$ cat src/hw/intensity_params.svh
/*
  Constants for the per-port intensity registers: offsets, field positions, reset values.
  Assumes inclusion by bare name from the package and the design module.
*/
`ifndef INTENSITY_PARAMS_SVH
`define INTENSITY_PARAMS_SVH

// Register offsets
`define OFS_PORT1_PORT0 8'h10
`define OFS_PORT3_PORT2 8'h11
`define OFS_PORT5_PORT4 8'h12
`define OFS_PORT7_PORT6 8'h13

// Field positions inside a register
`define LOW_CODE_LSB 0
`define HIGH_CODE_LSB 4

// Reset values and unmapped read value
`define INTENSITY_RESET 8'h00
`define READ_RESET 8'h00
`define UNMAPPED_READ 8'h00

// Codes
`define CODE_STATIC 4'hf
`define MASTER_OFF 4'h0

// Timing counts
`define PHASE_RESET 4'h0
`define PHASE_STEP 4'h1

// Output levels
`define PORTS_RESET 8'h00
`define PORTS_STATIC 8'hff

`endif

$ cat src/hw/intensity_pkg.sv
/*
  Types for the per-port intensity block.
  Assumes the params header is on the include path.
*/
`include "intensity_params.svh"

package intensity_pkg;
  typedef logic [3:0] code_t;
  typedef logic [7:0] byte_t;
  typedef logic [3:0] phase_t;
endpackage : intensity_pkg

$ cat src/hw/per_port_led_intensity_regs.sv
/*
  Four byte-wide intensity registers holding one 4-bit code per port, and the PWM for
  eight ports plus the ninth output.
  Assumes a serial protocol engine on CORE_CLK presents decoded register accesses, and the
  master intensity register supplies the master value and the ninth output's code.
*/
//
// Summary of operation
// Codes 0 to 14 give duty of (code+1)/16 on the port.
// All-ones code holds the port statically on, no PWM.
// Register 0x10 holds port one code high, port zero code low.
// Reads return stored codes in the bit positions written.
// Register 0x11 holds port three high, port two low, read/write.
// Register 0x12 holds port five high, port four low, read/write.
// Register 0x13 holds port seven high, port six low, read/write.
// Ninth output code comes from master register low nibble, same encoding.
// Master value zero stops the PWM counter and holds outputs static.
// Bus master sends register address as command byte before data.
`timescale 1ns/10ps
`include "intensity_params.svh"

module per_port_led_intensity_regs (
  input wire logic CORE_CLK,
  input wire logic RESETN,
  input wire logic CE,
  input wire intensity_pkg::byte_t REG_ADDR,
  input wire intensity_pkg::byte_t REG_WDATA,
  input wire logic REG_WE,
  input wire logic REG_RE,
  output intensity_pkg::byte_t REG_RDATA,
  input wire intensity_pkg::code_t MASTER_CODE,
  input wire intensity_pkg::code_t NINTH_CODE,
  output logic [7:0] PORT_ON,
  output logic NINTH_ON,
  output logic OSC_RUN
);
  import intensity_pkg::*;

  ////////////////////////////////////////////////////////////////////////////
  // Storage
  byte_t p10_reg;
  byte_t p32_reg;
  byte_t p54_reg;
  byte_t p76_reg;
  phase_t phase_reg;
  phase_t phase_next;
  logic master_on;
  logic [3:0] wr_sel;
  logic [3:0] rd_sel;
  byte_t rdata_next;
  logic [7:0] port_next;
  logic ninth_next;

  ////////////////////////////////////////////////////////////////////////////
  // Helper functions
  // Duty of code plus one
  // All ones static
  function automatic logic duty_on(input code_t code, input phase_t phase);
    duty_on = (code == `CODE_STATIC) ? 1'b1 : (phase <= code);
  endfunction : duty_on

  // One-hot register select
  function automatic logic [3:0] reg_select(input byte_t addr);
    case (addr)
      // Port one and zero
      `OFS_PORT1_PORT0: reg_select = 4'h1;
      // Port three and two
      `OFS_PORT3_PORT2: reg_select = 4'h2;
      // Port five and four
      `OFS_PORT5_PORT4: reg_select = 4'h4;
      // Port seven and six
      `OFS_PORT7_PORT6: reg_select = 4'h8;
      default: reg_select = 4'h0;
    endcase
  endfunction : reg_select

  // Even port code, low nibble
  function automatic code_t low_code(input byte_t value);
    low_code = value[`LOW_CODE_LSB +: 4];
  endfunction : low_code

  // Odd port code, high nibble
  function automatic code_t high_code(input byte_t value);
    high_code = value[`HIGH_CODE_LSB +: 4];
  endfunction : high_code

  ////////////////////////////////////////////////////////////////////////////
  // Access decode
  assign master_on = (MASTER_CODE != `MASTER_OFF);
  assign wr_sel = (CE && REG_WE) ? reg_select(REG_ADDR) : 4'h0;
  assign rd_sel = reg_select(REG_ADDR);

  ////////////////////////////////////////////////////////////////////////////
  // Register writes
  // Port one and zero
  always_ff @(posedge CORE_CLK or negedge RESETN) begin
    if (!RESETN) begin
      p10_reg <= `INTENSITY_RESET;
    end else if (wr_sel[0]) begin
      p10_reg <= REG_WDATA;
    end
  end

  // Port three and two
  always_ff @(posedge CORE_CLK or negedge RESETN) begin
    if (!RESETN) begin
      p32_reg <= `INTENSITY_RESET;
    end else if (wr_sel[1]) begin
      p32_reg <= REG_WDATA;
    end
  end

  // Port five and four
  always_ff @(posedge CORE_CLK or negedge RESETN) begin
    if (!RESETN) begin
      p54_reg <= `INTENSITY_RESET;
    end else if (wr_sel[2]) begin
      p54_reg <= REG_WDATA;
    end
  end

  // Port seven and six
  always_ff @(posedge CORE_CLK or negedge RESETN) begin
    if (!RESETN) begin
      p76_reg <= `INTENSITY_RESET;
    end else if (wr_sel[3]) begin
      p76_reg <= REG_WDATA;
    end
  end

  ////////////////////////////////////////////////////////////////////////////
  // Register reads
  // Read back stored
  always_comb begin
    case (rd_sel)
      4'h1: rdata_next = p10_reg;
      4'h2: rdata_next = p32_reg;
      4'h4: rdata_next = p54_reg;
      4'h8: rdata_next = p76_reg;
      default: rdata_next = `UNMAPPED_READ;
    endcase
  end

  always_ff @(posedge CORE_CLK or negedge RESETN) begin
    if (!RESETN) begin
      REG_RDATA <= `READ_RESET;
    end else if (CE && REG_RE) begin
      REG_RDATA <= rdata_next;
    end
  end

  ////////////////////////////////////////////////////////////////////////////
  // PWM phase counter
  // Stop when master off
  always_comb begin
    if (master_on) begin
      phase_next = phase_reg + `PHASE_STEP;
    end else begin
      phase_next = `PHASE_RESET;
    end
  end

  always_ff @(posedge CORE_CLK or negedge RESETN) begin
    if (!RESETN) begin
      phase_reg <= `PHASE_RESET;
    end else if (CE) begin
      phase_reg <= phase_next;
    end
  end

  // Counter run flag
  always_ff @(posedge CORE_CLK or negedge RESETN) begin
    if (!RESETN) begin
      OSC_RUN <= 1'b0;
    end else if (CE) begin
      OSC_RUN <= master_on;
    end
  end

  ////////////////////////////////////////////////////////////////////////////
  // Output compare
  // Duty of code plus one
  // All ones static
  always_comb begin
    port_next[0] = duty_on(low_code(p10_reg), phase_reg);
    port_next[1] = duty_on(high_code(p10_reg), phase_reg);
    port_next[2] = duty_on(low_code(p32_reg), phase_reg);
    port_next[3] = duty_on(high_code(p32_reg), phase_reg);
    port_next[4] = duty_on(low_code(p54_reg), phase_reg);
    port_next[5] = duty_on(high_code(p54_reg), phase_reg);
    port_next[6] = duty_on(low_code(p76_reg), phase_reg);
    port_next[7] = duty_on(high_code(p76_reg), phase_reg);
  end

  // Ninth from master register
  assign ninth_next = duty_on(NINTH_CODE, phase_reg);

  ////////////////////////////////////////////////////////////////////////////
  // Output drive
  // Port drive
  always_ff @(posedge CORE_CLK or negedge RESETN) begin
    if (!RESETN) begin
      PORT_ON <= `PORTS_RESET;
    end else if (CE) begin
      if (master_on) begin
        PORT_ON <= port_next;
      end else begin
        // Static, codes ignored
        PORT_ON <= `PORTS_STATIC;
      end
    end
  end

  // Ninth drive
  always_ff @(posedge CORE_CLK or negedge RESETN) begin
    if (!RESETN) begin
      NINTH_ON <= 1'b0;
    end else if (CE) begin
      if (master_on) begin
        NINTH_ON <= ninth_next;
      end else begin
        // Ninth static too
        NINTH_ON <= 1'b1;
      end
    end
  end

endmodule : per_port_led_intensity_regs

$ cat config.mk
export PLATFORM = sky130hd
export DESIGN_NAME = per_port_led_intensity_regs
export DESIGN_NICKNAME = d
export VERILOG_FILES = /design/src/hw/intensity_pkg.sv /design/src/hw/per_port_led_intensity_regs.sv
export VERILOG_INCLUDE_DIRS = /design/src /design/src/hw
export SDC_FILE = /design/constraint.sdc
export NUM_CORES = 1
export LEC_CHECK = 0
export BUFFER_PORTS_ARGS = -buffer_cell sky130_fd_sc_hd__buf_2
export CELL_PAD_IN_SITES_DETAIL_PLACEMENT = 2
export CELL_PAD_IN_SITES_GLOBAL_PLACEMENT = 2
export CORE_MARGIN = 3
export CORE_UTILIZATION = 34
export DETAILED_ROUTE_END_ITERATION = 8
export PLACE_DENSITY = 0.77
export SLEW_MARGIN = 25
export SYNTH_ARGS = -nofsm -noshare
export SYNTH_HDL_FRONTEND = slang
export SYNTH_SLANG_ARGS = --single-unit
$ cat constraint.sdc
create_clock -name CORE_CLK -period 1.38 [get_ports CORE_CLK]
set_input_delay 0.276 -clock CORE_CLK [delete_from_list [all_inputs] [get_ports CORE_CLK]]
set_output_delay 0.276 -clock CORE_CLK [all_outputs]
set_load 0.05 [all_outputs]
[After elaboration in Yosys (flattened, before gate mapping)]
Cells that the tools add are included.
Storage, ports and cells
  bits in registers: 54
  logic and storage cells: 54
Cells by class
  $add $sub $neg: 1
  $lt $le $gt $ge: 9
  equal/unequal tests: 17
  multiplexer cells: 15
  reduce and logical (&&, ||, !) cells: 3
Operators by type and width (count)
  4-bit equality test (second input constant): 10
  4-bit <= comparator: 9
  8-bit by 5-bit equality test with 1-bit output (second input constant): 4
  8-bit one-hot mux with 4 select lines: 1
  4-bit one-hot mux with 4 select lines: 1
  1-bit 2-to-1 mux: 10
  4-bit 2-to-1 mux: 2
  8-bit 2-to-1 mux: 1
  4-bit by 1-bit adder with 4-bit output (second input constant): 1
  4-bit by 1-bit equality test with 1-bit output (second input constant): 1
  4-bit by 2-bit equality test with 1-bit output (second input constant): 1
  4-bit by 3-bit equality test with 1-bit output (second input constant): 1
  4-bit nonzero test: 1
  1-bit logical AND: 2

[Logic depth before layout (Yosys ltp)]
Gate-level depths: netlist of run 1.
  depth after elaboration: 4
  gate-level depth with buffers: 5

[Worst setup path before layout of run 1]
OpenSTA, ideal clock, no wires.
  path type: input-to-reg
  start point: in REG_ADDR[3]
  end point: reg p32_reg[0]
  setup time: 0.125 ns
  arrival time: 1.865 ns
  setup slack: -0.610 ns
  cell stages on the path: 5
  buffers on the path: 2
  cell sequence: or4b_4 > buf_6 > or4_1 > buf_6 > mux2_4
Between the ends
  cells in the longest elaborated chain, start to end: 3
  elaborated cells between the ends (all ways): 6
  classes of those cells: 4 x eq/ne; 2 x mux
RTL lines
  start, declared: line per_port_led_intensity_regs.sv:26  | input wire intensity_pkg::byte_t REG_ADDR,
  8-bit by 5-bit equality test with 1-bit output: line per_port_led_intensity_regs.sv:64  | case (addr)
  4-bit one-hot mux with 4 select lines *: line per_port_led_intensity_regs.sv:64
  4-bit 2-to-1 mux *: line per_port_led_intensity_regs.sv:90  | assign wr_sel = (CE && REG_WE) ? reg_select(REG_ADDR) : 4'h0;
  end signal, assigned: line per_port_led_intensity_regs.sv:107  | p32_reg <= `INTENSITY_RESET;
  end, declared: line per_port_led_intensity_regs.sv:42  | byte_t p32_reg;
Mark *: on every way between the ends. The rest lies on a longest branch, timed or not.
A chain may end at the register's enable or synchronous reset.

[Worst setup path after layout of run 1]
  start point: in REG_ADDR[3]
  end point: reg p32_reg[5]
The elaborated chain is that of the path after synthesis.

==> impl_metrics.csv, run 1 <==
group,metric,value,unit
outcome,status,"finished with violations",
outcome,violations,"setup timing",
global_route,grt_max_degree,26,
detailed_routing,vias,2846,
logic_synthesis,synthAdderAreaFrac,14.06,%
cts,numClockSinks,54,
sta,setup_violations,49,
logic_synthesis,synth_top_family_by_area,"multiplexers",
cts,clkTransAtPathRegs,110,ps
floorplanning,dieArea,10900,µm²
placed_design,dpl.hpwl,8742,µm
logic_synthesis,synth-seq-area-share,41.05,%
detailed_routing,first_pass_iters,4,
global_route,track_usage,26.49,%
sta,max_slew_margin,75.69,%
power_and_ir_drop,leakage,2.143,nW
worst_hold_path,min-delay-start,"REG_WDATA[3]",
logic_synthesis,syn_inst,282,
logic_synthesis,synth.distinct_cells,29,
global_route,grt_pass1_vias,3460,
detailed_routing,wl_per_cell,27.84,µm
setup_path,cp.required,1600,ps
detailed_routing,drtIter0Drc,88,
logic_synthesis,synth-seq-cells,54,
global_route,grt_pass1_wl,21540,µm
setup_path,end_kind,"flop",
sta,slew_violations,0,
power_and_ir_drop,seqPwrFrac,25.2,%
logic_synthesis,synth_nets,348,
power_and_ir_drop,p_sw,0.003245,W
floorplanning,core,9328,µm²
setup_path,crit_fanout,8,
sta,max_slew.worst_pin.slew,364.7,ps
cts,cts_tree,"built",
cts,cts_buffer_depth,2,
power_and_ir_drop,switching_share,41.98,%
floorplanning,std_cell_rows,35,
setup_path,start_kind,"input port",
setup_path,r2r-start,"p32_reg[1]",
detailed_routing,drc,0,
sta,layout_setup_ws,-351.7,ps
power_and_ir_drop,p_total,0.007731,W
logic_synthesis,synth-compound-area-share,9.692,%
placed_design,dpl-instance-area,4098,µm²
power_and_ir_drop,ir_drop,815.0,µV
global_route,antenna_found_initial,0,
power_and_ir_drop,p_int,0.004486,W
sta,fmax,577.5,MHz
job,max-cap-violations,0,
setup_path,crit_start,"REG_ADDR[3]",
power_and_ir_drop,powerDensity,1569,nW/µm²
worst_hold_path,hold_path.class,"input port to flop",
cts,cts.root.buffer_cell,"clkbuf_8",
sta,fin_crit_sh,125.5,%
logic_synthesis,synth-simple-area-share,11.25,%
global_route,grt_overflow_total,0,
cts,cts-htree-levels,2,
sta,rsz0062_at_grt,"true",
logic_synthesis,synthXorXnorAreaFrac,0,%
logic_synthesis,yosys_warnings,0,
logic_synthesis,synth.area.top_cells,"dfrtp_1 41%, ha_1 14%, mux2_2 8.2%",
logic_synthesis,synth_area_leader_cell,"dfrtp_1",
cells_and_area,diodes,0,
logic_synthesis,yosysTopAreaCellShare,41.05,%
sta,final-hold-violation-count,0,
floorplanning,initial_core_util,35.29,%
detailed_routing,wl,13980,µm
placed_design,globalplace.congestion,0.8116,
logic_synthesis,synth_area,3292,µm²
placed_design,port_buffers,46,
cells_and_area,fill_cells,887,
sta,clock_skew,16.87,ps
sta,period_minus_slack,1732,ps
floorplanning,die_w,104.4,µm
cells_and_area,final_cell_mix,"52 x dfrtp_1, 47 x inv_1, 44 x buf_2, 32 x mux2_4, 28 x ha_4",
cells_and_area,layout_commonest_cell,"dfrtp_1",
setup_path,path_class,"input port to flop",
floorplanning,die_y,104.4,µm
cells_and_area,finalInstanceArea,4926,µm²
cells_and_area,final_util,52.81,%
power_and_ir_drop,p_comb_share,59.8,%
detailed_routing,vias_per_cell,5.669,
cts,cts_made_buffers,5,
cts,clk_latency,330,ps
cells_and_area,nets,438,
cells_and_area,area_growth,49.64,%
logic_synthesis,synthMuxAreaShare,17.33,%
setup_path,arrival,1950,ps
power_and_ir_drop,p_clk_share,15.0,%
cells_and_area,drive_gt1_share,55.23,%
logic_synthesis,syn_avg_cell_area,11.67,µm²
floorplanning,ioPinCount,47,
detailed_routing,drtAntennaViolNets,0,
[metrics by stage]
| step | setup TNS, ps | worst slack [ps] | hold WS, ps | cells |
|---|---|---|---|---|
| after floorplan | -20320 | -599.4 | -19.59 | 282 |
| after global placement | -21000 | -617.6 | 203.9 | 487 |
| after detailed placement | -24950 | -688.4 | 207.7 | 487 |
| after CTS | -10780 | -327.9 | 269.6 | 502 |
| after global routing | -12560 | -354.3 | 269.2 | 502 |
| final | -11000 | -351.7 | 262.9 | 502 |
[layout make-up]
type                       count  area [µm²]  share of cell area, %
clock buffer                   6       72.57                  1.473
tap                          129       161.4                  3.277
sequential                    54        1354                  27.48
clock inverter                 2       37.54                 0.7620
multi-input combinational    174        2401                  48.74
timing repair buffer          90       723.2                  14.68
inverter                      47       176.4                  3.581
[timing repair]
action,4_1_cts,5_1_grt
hold buffers,1,0
resized for setup,76,14
hold endpoints to repair,11,0
buffers inserted,5,1
gates cloned,1,0
pin swaps,39,20
endpoints found under the setup margin,49,52
[critical path, stage by stage]
cell and delay (ps):
buf_6 90, or4b_4 560, or4_4 660, mux2_4 350
[worst paths after layout]
kind | end | slack (ps) | cells past startpoint
worst max register to register | PORT_ON[2] | -90 | 5
max in group asynchronous | phase_reg[1] | 500 | 3
worst min-delay path | p76_reg[3] | 260 | 2
min in group asynchronous | PORT_ON[1] | 380 | 2
worst min register to register | REG_RDATA[7] | 520 | 1
worst max-delay path | p32_reg[5] | -350 | 4
[power groups by stage]
| stage | Combinational, W | Sequential (W) | Clock (W) |
|---|---|---|---|
| finish | 0.00462 | 0.00195 | 0.00116 |
| detailed placement | 0.00291 | 0.00197 | 0 |
| floorplan | 0.00129 | 0.00245 | 0 |
| global placement | 0.00264 | 0.00195 | 0 |
| CTS | 0.00429 | 0.00196 | 0.00113 |
| global route | 0.00500 | 0.00199 | 0.00123 |
[logic make-up (layout without fill, tap and decap cells)]
group | after synthesis | count (layout)
flip-flops | 54 | 54
adder cells (fa/ha/maj) | 37 | 37
multiplexers | 40 | 40
AND/OR/NAND/NOR | 55 | 55
buffers and inverters | 54 | 145
AO/OA/AOI/OAI | 42 | 42
[metal layers]
metal  vias to the layer above  track usage (%)  wire (µm)
met5                         -                0          0
met4                         0            11.40        642
met3                        42            3.973        462
met2                        73            50.37       7752
met1                      1495            28.83       5119
li1                       1236                -          -
[Yosys cell counts]
| cell type | number |
|---|---|
| a21o_1 | 1 |
| a21oi_1 | 10 |
| a22o_1 | 10 |
| a41oi_1 | 9 |
| and3_1 | 1 |
| buf_1 | 2 |
| buf_6 | 2 |
| clkbuf_1 | 3 |
| dfrtp_1 | 54 |
| ha_1 | 37 |
| inv_1 | 47 |
| mux2_2 | 24 |
| mux2_4 | 8 |
| mux4_2 | 8 |
| nand2_1 | 2 |
| nand3_1 | 9 |
| nand4_1 | 19 |
| nand4b_1 | 2 |
| nor2_1 | 11 |
| nor2b_1 | 3 |
| nor4_1 | 1 |
| nor4_2 | 1 |
| nor4_4 | 3 |
| o21ai_0 | 2 |
| o221ai_1 | 9 |
| o22ai_1 | 1 |
| or4_1 | 1 |
| or4b_4 | 1 |
| or4bb_1 | 1 |
No activity file was read; power rests on OpenSTA's default activity.
==> run 2: changes to the inputs <==
CTS_CLUSTER_SIZE = 14   (was unset)
HOLD_SLACK_MARGIN = 0.15   (was unset)
PLACE_DENSITY = unset   (was 0.77)
PLACE_DENSITY_LB_ADDON = 0.2   (was unset)
==> impl_metrics.csv, run 2 (synthesis gave the netlist of run 1 again) <==
group,metric,value,unit
power_and_ir_drop,leakage,2.139,nW
cts,cts_buffer_depth,2,
setup_path,end_kind,"flop",
detailed_routing,drc,0,
sta,max_slew_margin,78.46,%
cts,cts-htree-levels,2,
floorplanning,core,9328,µm²
setup_path,start_kind,"input port",
floorplanning,die_y,104.4,µm
cts,cts_tree,"built",
sta,clock_skew,5.826,ps
cts,numClockSinks,54,
worst_hold_path,hold_path.class,"input port to flop",
placed_design,globalplace.congestion,0.7781,
placed_design,dpl-instance-area,4080,µm²
sta,hold_slack,259.5,ps
sta,layout_setup_ws,-290.2,ps
power_and_ir_drop,powerDensity,1546,nW/µm²
global_route,grt_max_degree,55,
detailed_routing,wl,12590,µm
floorplanning,ioPinCount,47,
setup_path,cp_cell_sequence,"buf_6 > or4b_4 > buf_6 > nor4_4 > buf_4 > mux2_4",
detailed_routing,drtIter0Drc,77,
cts,cts_made_buffers,5,
global_route,antenna_found_initial,0,
cells_and_area,final_cell_mix,"52 x dfrtp_1, 47 x inv_1, 45 x buf_2, 35 x buf_4, 32 x mux2_4",
floorplanning,dieArea,10900,µm²
cells_and_area,diodes,0,
sta,rsz0062_at_grt,"true",
cells_and_area,drive_gt1_share,56.80,%
cells_and_area,nets,440,
setup_path,cpPeakStageDelay,550,ps
detailed_routing,vias_per_cell,5.442,
sta,final-hold-violation-count,0,
cells_and_area,fill_cells,909,
detailed_routing,drtAntennaViolNets,0,
cts,clkTransAtPathRegs,110,ps
sta,fmax,598.7,MHz
sta,slew_violations,0,
power_and_ir_drop,p_total,0.007578,W
cts,cts.root.buffer_cell,"clkbuf_8",
global_route,grt_pass1_wl,19900,µm
setup_path,cp.required,1600,ps
setup_path,crit_fanout,4,
floorplanning,die_w,104.4,µm
power_and_ir_drop,ir_drop,834.8,µV
setup_path,path_class,"input port to flop",
setup_path,cpMaxStageDelayCell,"or4b_4",
cells_and_area,area_growth,48.88,%
cells_and_area,layout_commonest_cell,"dfrtp_1",
outcome,violations,"setup timing",
sta,setup_violations,48,
global_route,track_usage,23.88,%
detailed_routing,wl_per_cell,24.99,µm
cts,clk_latency,330,ps
floorplanning,initial_core_util,35.29,%
global_route,grt_overflow_total,0,
outcome,status,"finished with violations",
sta,period_minus_slack,1670,ps
sta,fin_crit_sh,121.0,%
job,max-cap-violations,0,
sta,max_slew.worst_pin.slew,323.1,ps
cells_and_area,finalInstanceArea,4901,µm²
detailed_routing,vias,2743,
setup_path,crit_path_frequent_cell,"buf_6",
detailed_routing,first_pass_iters,4,
placed_design,port_buffers,46,
global_route,grt_pass1_vias,3308,
setup_path,arrival,1890,ps
placed_design,dpl.hpwl,7956,µm
floorplanning,std_cell_rows,35,
[run 2: final timing paths]
check	cells past startpoint	slack (ps)	from	end
setup / recovery	6	-290	REG_ADDR[5]	p54_reg[0]
hold / removal	2	260	REG_WDATA[1]	p54_reg[1]
setup reg to reg	5	-90	phase_reg[1]	NINTH_ON
hold reg to reg	1	520	REG_RDATA[6]	REG_RDATA[6]
max in group asynchronous	3	640	RESETN	p10_reg[0]
min in group asynchronous	3	480	RESETN	NINTH_ON
[run 2: power breakdown]
group / internal (W) / switching, W
clock network: 0.000416 / 0.000614
logic: 0.00216 / 0.00242
registers: 0.00179 / 0.000183
[run 2: worst max-delay path: cells and delay by family]
family / cells / cell delay, ps
and+or+nand+nor: 2 / 830
muxes: 1 / 300
buffers and inverters: 3 / 480
[run 2: metrics by stage]
step / worst slack (ps) / utilization [%] / TNS, ps / std cells
after floorplan: -599.4 / - / -20320 / 282
after detailed placement: -627.5 / 43.74 / -23510 / 488
final: -290.2 / 52.54 / -10340 / 504
after CTS: -284.0 / 51.52 / -9047 / 504
after global placement: -595.0 / 43.74 / -21770 / 488
after global routing: -303.8 / 52.54 / -11590 / 504
[run 2: layer usage]
metal  up-vias  routed length [µm]  GRT usage, %
met2        49                7131         46.91
met5         -                   0             0
li1       1237                   -             -
met4         0                 270         5.508
met3        23                 236         2.669
met1      1434                4954         27.27
[run 2: repair_timing]
action | CTS | global route
hold buffers | 1 | 0
endpoints found under the setup margin | 49 | 51
endpoints found under the hold margin | 54 | 0
buffers inserted | 5 | 0
pin swaps | 27 | 20
gates resized for setup | 67 | 17
gates cloned | 2 | 0
[run 2: final cells by class]
class / count / area [µm²] / share of cell area (%)
Multi-Input combinational cell: 174 / 2409 / 49.14
Sequential cell: 54 / 1354 / 27.62
Timing Repair Buffer: 92 / 701.9 / 14.32
Inverter: 47 / 176.4 / 3.600
Tap cell: 129 / 161.4 / 3.293
Clock buffer: 6 / 82.58 / 1.685
Clock inverter: 2 / 16.27 / 0.3319
